`src/vc_regs_pkg.sv`:
```
`default_nettype none

package vc_regs_pkg;

    // ------------------------------------------------------------
    // Register offsets (byte addresses in configuration space)
    // ------------------------------------------------------------
    localparam logic [11:0] CTRL_OFFSET = 12'h160;
    localparam logic [11:0] STAT_OFFSET = 12'h164;
    localparam logic [11:0] TABLE_OFFSET = 12'h170;
    localparam int TABLE_WORDS = 4;
    localparam int TABLE_PHASES = 32;
    localparam int PHASE_BITS = 4;

    // ------------------------------------------------------------
    // Control register field positions
    // ------------------------------------------------------------
    localparam int MAP_LSB = 0;
    localparam int LOAD_BIT = 16;
    localparam int SEL_LSB = 17;
    localparam int ID_LSB = 24;
    localparam int ENABLE_BIT = 31;

    // Status register field positions
    localparam int TBL_STATUS_BIT = 16;
    localparam int NEG_PENDING_BIT = 17;

    // ------------------------------------------------------------
    // Reset values and masks
    // ------------------------------------------------------------
    localparam logic [7:0] MAP_RESET = 8'h00;
    localparam logic [7:0] MAP_WRITABLE = 8'hfe;
    localparam logic [2:0] ID_RESET_LOW = 3'h0;
    localparam logic [2:0] ID_RESET_HIGH = 3'h1;
    localparam logic [2:0] EXT_COUNT_ONE = 3'h1;
    localparam logic [31:0] PHASE_MASK = 32'h7777_7777;
    localparam logic [31:0] TABLE_RESET = 32'h0000_0000;

    // Port arbitration scheme codes
    typedef enum logic [2:0] {
        SCHEME_DEFAULT = 3'b000,
        SCHEME_WRR = 3'b011,
        SCHEME_TIME_WRR = 3'b100
    } arb_scheme_type;

    // ------------------------------------------------------------
    // Carriers
    // ------------------------------------------------------------
    typedef struct packed {
        logic valid;
        logic write;
        logic [11:0] addr;
        logic [31:0] wdata;
        logic [3:0] be;
    } cfg_req_type;

    typedef struct packed {
        logic ack;
        logic [31:0] rdata;
    } cfg_rsp_type;

    typedef struct packed {
        logic [7:0] class_to_channel_map;
        arb_scheme_type arb_select;
        logic [2:0] channel_identifier;
        logic channel_enable;
    } vc_ctrl_type;

endpackage

`default_nettype wire

```
`src/arb_table_word.sv`:
```
`timescale 1ns/10ps
`default_nettype none

// One 32-bit word of the channel arbitration table, eight phases of four bits
module arb_table_word (
    input wire logic sys_clk,
    input wire logic rst_n,
    input wire logic wr_en,
    input wire logic [3:0] be,
    input wire logic [31:0] wdata,
    output logic [31:0] q
);

    logic [31:0] word_r;
    logic [31:0] lane_mask;
    logic [31:0] word_nxt;

    // Byte lanes select which phases take the write; reserved nibble bit stays zero
    assign lane_mask = {{8{be[3]}}, {8{be[2]}}, {8{be[1]}}, {8{be[0]}}};
    assign word_nxt = ((word_r & ~lane_mask) | (wdata & lane_mask)) &
                      vc_regs_pkg::PHASE_MASK;

    always_ff @(posedge sys_clk or negedge rst_n) begin
        if (!rst_n) begin
            word_r <= vc_regs_pkg::TABLE_RESET;
        end else if (wr_en) begin
            word_r <= word_nxt;
        end
    end

    assign q = word_r;

endmodule // arb_table_word

`default_nettype wire

```
`src/vc_resource_regs.sv`:
```
`timescale 1ns/10ps
`default_nettype none

// How it works
// - Eight-bit map, one bit per traffic class, set means class uses this channel.
// - Map bit 0 is read-only zero; writes to it do nothing.
// - Map resets to zero; a preload port may override its default.
// - Writing one to load bit applies port table; reads return zero.
// - Scheme select keeps 000b, 011b, 100b; other codes store default 000b.
// - Three-bit read-write channel identifier field.
// - Identifier reads zero in reset, then takes one on the first edge after release when extended channel count is one, else zero.
// - Top control bit enables channel; resets disabled.
// - Table status sets whenever software writes a port table entry; resets zero.
// - Table status clears when hardware finishes the requested table load.
// - Negotiation pending reads one while negotiating, zero after; resets zero.
// - Each arbitration entry is four bits: three identifier bits, one reserved.
// - Arbitration table holds exactly 32 phase entries.
// - Eight phases per word, phase 0 lowest nibble, words at 00h to 0Ch.
module vc_resource_regs (
    input wire logic sys_clk,
    input wire logic rst_n,
    input wire vc_regs_pkg::cfg_req_type cfg_req,
    output vc_regs_pkg::cfg_rsp_type cfg_rsp,
    input wire logic [2:0] ext_channel_count,
    input wire logic preload_valid,
    input wire logic [7:0] preload_map,
    input wire logic port_table_written,
    input wire logic port_table_load_done,
    input wire logic negotiating,
    output logic port_table_load,
    output vc_regs_pkg::vc_ctrl_type vc_ctrl,
    output logic [127:0] channel_arbitration_table
);

    // ------------------------------------------------------------
    // Address decode
    // ------------------------------------------------------------
    logic wr;
    logic hit_ctrl;
    logic hit_stat;
    logic hit_table;
    logic [1:0] table_idx;
    logic [11:0] table_rel;

    // Requests are single-cycle pulses, so nothing here ever stalls the bus
    assign wr = cfg_req.valid & cfg_req.write;
    // Full twelve-bit compares keep near aliases of the two registers unmapped
    assign hit_ctrl = cfg_req.addr == vc_regs_pkg::CTRL_OFFSET;
    assign hit_stat = cfg_req.addr == vc_regs_pkg::STAT_OFFSET;
    // Offset inside the table window; addresses below the base wrap high and miss
    assign table_rel = cfg_req.addr - vc_regs_pkg::TABLE_OFFSET;
    // Table spans four aligned words; anything else falls through to zero
    assign hit_table = (table_rel[11:4] == 8'h00) && (table_rel[1:0] == 2'b00);
    assign table_idx = table_rel[3:2];

    // ------------------------------------------------------------
    // Control register
    // ------------------------------------------------------------
    vc_regs_pkg::vc_ctrl_type ctrl_r;
    vc_regs_pkg::vc_ctrl_type ctrl_nxt;
    logic id_loaded_r;
    logic ctrl_wr;
    logic [2:0] sel_wdata;
    vc_regs_pkg::arb_scheme_type sel_legal;
    logic [7:0] map_wdata;
    logic [2:0] id_strap;
    logic sel_is_wrr;
    logic sel_is_time_wrr;

    // Write data is split into fields here; byte lanes gate them further down
    assign ctrl_wr = wr & hit_ctrl;
    assign map_wdata = cfg_req.wdata[vc_regs_pkg::MAP_LSB +: 8] & vc_regs_pkg::MAP_WRITABLE;
    assign sel_wdata = cfg_req.wdata[vc_regs_pkg::SEL_LSB +: 3];
    // Unsupported scheme codes collapse to the default scheme rather than being kept,
    // so the arbiter never sees a code it cannot run
    assign sel_is_wrr = sel_wdata == vc_regs_pkg::SCHEME_WRR;
    assign sel_is_time_wrr = sel_wdata == vc_regs_pkg::SCHEME_TIME_WRR;
    assign sel_legal = sel_is_wrr ? vc_regs_pkg::SCHEME_WRR :
                       sel_is_time_wrr ? vc_regs_pkg::SCHEME_TIME_WRR :
                       vc_regs_pkg::SCHEME_DEFAULT;
    assign id_strap = (ext_channel_count == vc_regs_pkg::EXT_COUNT_ONE) ?
                      vc_regs_pkg::ID_RESET_HIGH : vc_regs_pkg::ID_RESET_LOW;

    // Next control value: byte lanes gate each field, reserved bits never stored
    always_comb begin
        ctrl_nxt = ctrl_r;
        if (!id_loaded_r) begin
            ctrl_nxt.channel_identifier = id_strap;
        end
        // Preload comes first so that a software write to byte 0 in the same cycle wins
        if (preload_valid) begin
            ctrl_nxt.class_to_channel_map = preload_map & vc_regs_pkg::MAP_WRITABLE;
        end
        if (ctrl_wr && cfg_req.be[0]) begin
            ctrl_nxt.class_to_channel_map = map_wdata;
        end
        if (ctrl_wr && cfg_req.be[2]) begin
            ctrl_nxt.arb_select = sel_legal;
        end
        // Until the strap is caught, a write cannot replace the identifier
        if (ctrl_wr && cfg_req.be[3] && id_loaded_r) begin
            ctrl_nxt.channel_identifier = cfg_req.wdata[vc_regs_pkg::ID_LSB +: 3];
        end
        if (ctrl_wr && cfg_req.be[3]) begin
            ctrl_nxt.channel_enable = cfg_req.wdata[vc_regs_pkg::ENABLE_BIT];
        end
    end

    // Identifier strap is caught on the first edge after reset release, not in reset
    // Limitation: a channel count change after that edge waits for the next reset
    always_ff @(posedge sys_clk or negedge rst_n) begin
        if (!rst_n) begin
            ctrl_r <= '{vc_regs_pkg::MAP_RESET, vc_regs_pkg::SCHEME_DEFAULT,
                        vc_regs_pkg::ID_RESET_LOW, 1'b0};
            id_loaded_r <= 1'b0;
        end else begin
            ctrl_r <= ctrl_nxt;
            id_loaded_r <= 1'b1;
        end
    end

    // ------------------------------------------------------------
    // Table load strobe and table status
    // ------------------------------------------------------------
    logic load_hit;
    logic load_r;
    logic load_pending_r;
    logic tbl_status_r;
    logic tbl_status_nxt;
    logic neg_r;

    // Only byte lane 2 carries the load bit; writes without it leave the loader alone
    assign load_hit = ctrl_wr & cfg_req.be[2] & cfg_req.wdata[vc_regs_pkg::LOAD_BIT];
    // A fresh entry write wins over a load completing in the same cycle
    assign tbl_status_nxt = port_table_written ? 1'b1 :
                            (load_pending_r && port_table_load_done) ? 1'b0 :
                            tbl_status_r;

    // Load bit is never stored: it only fires a one-cycle strobe to the loader
    always_ff @(posedge sys_clk or negedge rst_n) begin
        if (!rst_n) begin
            load_r <= 1'b0;
            load_pending_r <= 1'b0;
            tbl_status_r <= 1'b0;
            neg_r <= 1'b0;
        end else begin
            load_r <= load_hit;
            load_pending_r <= load_hit | (load_pending_r & ~port_table_load_done);
            tbl_status_r <= tbl_status_nxt;
            neg_r <= negotiating;
        end
    end

    // ------------------------------------------------------------
    // Channel arbitration table, one word module per four-byte row
    // ------------------------------------------------------------
    // Four rows of eight phases give the 32 entries; the row is address bits 3:2
    logic [31:0] table_q [vc_regs_pkg::TABLE_WORDS];

    // Each row decodes its own write strobe from the word index
    genvar gi;
    generate
        for (gi = 0; gi < vc_regs_pkg::TABLE_WORDS; gi = gi + 1) begin : g_row
            arb_table_word u_word (
                .sys_clk(sys_clk),
                .rst_n(rst_n),
                .wr_en(wr && hit_table && (table_idx == 2'(gi))),
                .be(cfg_req.be),
                .wdata(cfg_req.wdata),
                .q(table_q[gi])
            );
        end
    endgenerate

    // ------------------------------------------------------------
    // Read path
    // ------------------------------------------------------------
    logic [31:0] ctrl_rd;
    logic [31:0] stat_rd;
    logic [31:0] rd_mux;
    logic [127:0] table_flat;

    // Load bit and reserved fields read zero
    assign ctrl_rd = {ctrl_r.channel_enable, 4'h0, ctrl_r.channel_identifier, 4'h0,
                      ctrl_r.arb_select, 1'b0, 8'h00, ctrl_r.class_to_channel_map};
    assign stat_rd = {14'h0000, neg_r, tbl_status_r, 16'h0000};
    // Flat copy for the core: phase n sits at bits 4n+3 down to 4n
    assign table_flat = {table_q[3], table_q[2], table_q[1], table_q[0]};
    // The three hits never overlap, so the order of the selects is moot
    assign rd_mux = hit_ctrl ? ctrl_rd :
                    hit_stat ? stat_rd :
                    hit_table ? table_q[table_idx] :
                    32'h0000_0000;

    // Answer registered one cycle after the request; unmapped reads return zero
    // Writes are answered too, with zero data, so every request sees one ack
    always_ff @(posedge sys_clk or negedge rst_n) begin
        if (!rst_n) begin
            cfg_rsp <= '0;
        end else begin
            cfg_rsp.ack <= cfg_req.valid;
            cfg_rsp.rdata <= (cfg_req.valid && !cfg_req.write) ? rd_mux : 32'h0000_0000;
        end
    end

    // ------------------------------------------------------------
    // Outputs toward the switch core
    // ------------------------------------------------------------
    // Mirrors trail the registers by one cycle; the lag buys a clean flop
    // boundary into the core, and software reads never see the difference
    always_ff @(posedge sys_clk or negedge rst_n) begin
        if (!rst_n) begin
            vc_ctrl <= '0;
            channel_arbitration_table <= '0;
        end else begin
            vc_ctrl <= ctrl_r;
            channel_arbitration_table <= table_flat;
        end
    end

    // The load strobe leaves straight from its flop, one cycle after the write
    assign port_table_load = load_r;

endmodule // vc_resource_regs

`default_nettype wire

```
`config.mk`:
```
export PLATFORM = sky130hd
export DESIGN_NAME = vc_resource_regs
export DESIGN_NICKNAME = d
export VERILOG_FILES = /design/src/vc_regs_pkg.sv /design/src/arb_table_word.sv /design/src/vc_resource_regs.sv
export SDC_FILE = /design/constraint.sdc
export NUM_CORES = 1
export LEC_CHECK = 0
export BUFFER_PORTS_ARGS = -buffer_cell sky130_fd_sc_hd__buf_2
export CORE_MARGIN = 2
export CORE_UTILIZATION = 47
export DETAILED_ROUTE_END_ITERATION = 16
export PLACE_DENSITY = 0.8
export SLEW_MARGIN = 20
export SYNTH_ARGS = -nofsm -noshare
export SYNTH_HDL_FRONTEND = slang
export SYNTH_SLANG_ARGS = --single-unit
```
`constraint.sdc`:
```
create_clock -name sys_clk -period 1.1 [get_ports sys_clk]
set_input_delay 0.22 -clock sys_clk [delete_from_list [all_inputs] [get_ports sys_clk]]
set_output_delay 0.22 -clock sys_clk [all_outputs]
set_load 0.01 [all_outputs]
```
==> run metrics <==
status=finished with violations; failing checks=setup timing; pin count of the biggest net entering global routing=43; die area=20800 µm²; Worst Skew=0.0106 ns; sink of the worst hold path=ctrl_r[9]; Worst R2R Path Depth=3; Antenna Nets Post-Route=0; synth warn=0; first-pass GRT wire length=34.7 mm; max-slew violations=0; Worst Setup SP=cfg_req[43]; TritonRoute pass-1 iters=4; largest family of logic cells by synthesized area=multiplexers; Global Route Usage Sum=21.8%; worst-path cell chain=buf_6 > or4b_4 > nor4_4 > and3_1 > buf_6 > mux2_4; clk sinks=252; largest cells by area after synthesis=dfrtp_1, mux2_2, mux4_2; Worst-Skew Late Latency=0.52 ns; layout cells sized above 1=61.7%; synth-to-layout area growth=46.5%; adder-cell share of the synthesized area=0%; hold path depth=2; Die Span X=144 µm; Most common cell on crit path=buf_6; LEAKAGE=7.32 nW; worst hold slack=0.0143 ns; gpl congestion=0.806; CP Class=in2reg; simple logic cell fraction of the synthesized area=6.39%; Core Box Area=19400 µm²; WP data arrival=1.86 ns; PnR worst setup slack=-0.356 ns; Mapped Cells=543; Initial DRC Count=199; unrepaired setup endpoints after global routing=yes; post-synth top area cell=dfrtp_1; post-synthesis compound-gate area fraction=1.37%; Final Cycle Share=132%; worst vdd ir=0.878 mV; clock buffer depth=3; Yosys cell types=39; Largest delay share family, worst path=simple AND/OR/NAND/NOR gates; final total negative setup slack=-53.40 ns; worst-path fanout max=6; DRC viols=0; Fmax achieved=687 MHz; Buffers on Ports=201; Die Ht=144 µm; Post-synth ARST share=100%; Vias/cell=4.86; register-to-register setup slack=-0.13 ns; most common cell in the netlist=dfrtp_1; CTS Buf Count=25; HPWL after DPL=15.4 mm; final instance area=13500 µm²; placed cell areas=11800 µm²; Final Hold Fails=0; Post-synth top flop=dfrtp_1; multiplexer share of the synthesized area=19.8%; H-tree levels=1; top cell type's share of synthesized area=68.2%; Slowest cell on crit path=or4b_4; Yosys reg bits=252; EDFF count, synth=0; synthesized area per cell=17.0 µm²; XOR/XNOR share of the synthesized area=0%; CP peak stage delay=0.61 ns; Post-Place Setup Slack=-0.963 ns; Crit path required time=1.50 ns; Bufs and invs on worst path=2; Worst Hold Class=in2reg; Clock Tree Root=clkbuf_16; Reg clk slew, reported paths=0.06 ns; final design utilization=69.8%; CTS tree=built; Max Cap Violations=0; initial antenna violation count=2; initial core utilization=47.7%; Site Rows=51; routed via count=6026; Pwr Density=1390 nW/µm²; CP endpoint kind=register; hold_sp=cfg_req[6]; drt wl/cell=18.6 µm; fin crit period=1.46 ns; via count of the first global-routing pass=6400; IO Count=244; Seq/Total Area, Yosys=68.2%; FF-to-FF End=cfg_rsp[17]; most frequent cells after synthesis=dfrtp_1, mux2_2, buf_4; crit path launch type=primary input; final WL=23.1 mm; Final setup viols=279; Post-Syn Area=9240 µm²; GRT overflow=0; Final nets=1020
power by group:
part	switching [W]	internal (W)	leakage (nW)
sequential	0.0000353	0.00934	3.48
clock	0.00344	0.00494	0.402
combinational	0.000592	0.000446	3.44
final cells by class:
cell class                      count  area (µm²)
Inverter                            4        15.0
Clock buffer                       36         707
Timing Repair Buffer              402        2960
Antenna cell                        2        5.00
Fill cell                        1266        5860
Sequential cell                   252        6310
Clock inverter                     10         106
Multi-Input combinational cell    268        3110
Tap cell                          265         332
cell usage in the layout, fill, tap and decap left out, drive strengths merged, types with 6 or more instances in the layout:
master | netlist | routed
buf | 50 | 376
dfrtp | 252 | 252
mux2 | 113 | 113
conb | 2 | 38
clkbuf | 5 | 36
dlygate4sd3 | 0 | 26
mux4 | 24 | 24
and2 | 19 | 19
nor4 | 10 | 10
a22o | 9 | 9
nand2 | 7 | 7
nand3 | 7 | 7
clkinv | 0 | 6
nor3 | 6 | 6
worst max-delay path by stage:
stage | endpoint | slack [ns] | cells after the start
2_1_floorplan | register | -0.66 | 6
3_3_place_gp | register | -0.94 | 6
3_5_place_dp | register | -0.96 | 6
4_1_cts | ctrl_r[5] | -0.35 | 6
5_1_grt | ctrl_r[14] | -0.38 | 7
6_report | register | -0.36 | 6
per-layer routing:
layer / GRT usage (%) / vias to the layer above / part of all wire (%)
met5: 0 / - / 0
met4: 6.85 / 0 / 2.7
met3: 3.68 / 44 / 4.9
met2: 37.6 / 219 / 52
met1: 28.6 / 3072 / 41
li1: - / 2691 / -
logic make-up (layout without fill, tap and decap cells):
logic type | count (synthesis) | count (layout)
mux | 139 | 139
flops | 252 | 252
buf+inv | 59 | 452
compound gates | 16 | 16
simple gates | 75 | 75
other cells | 2 | 40
per-stage QoR:
stage / power (W) / std cells
detailed placement: 0.0104 / 1151
floorplan: 0.00994 / 579
CTS: 0.0189 / 1236
finish: 0.0188 / 1239
global placement: 0.0104 / 1151
global route: 0.0194 / 1238
what timing repair did:
item | CTS | global route
gates resized for setup | 76 | 51
hold endpoints to repair | 325 | 0
buffers inserted | 15 | 2
endpoints found under the setup margin | 279 | 279
hold buffers | 26 | 0
pin swaps | 19 | 13
Note: power is estimated with default switching activity, not from simulation.
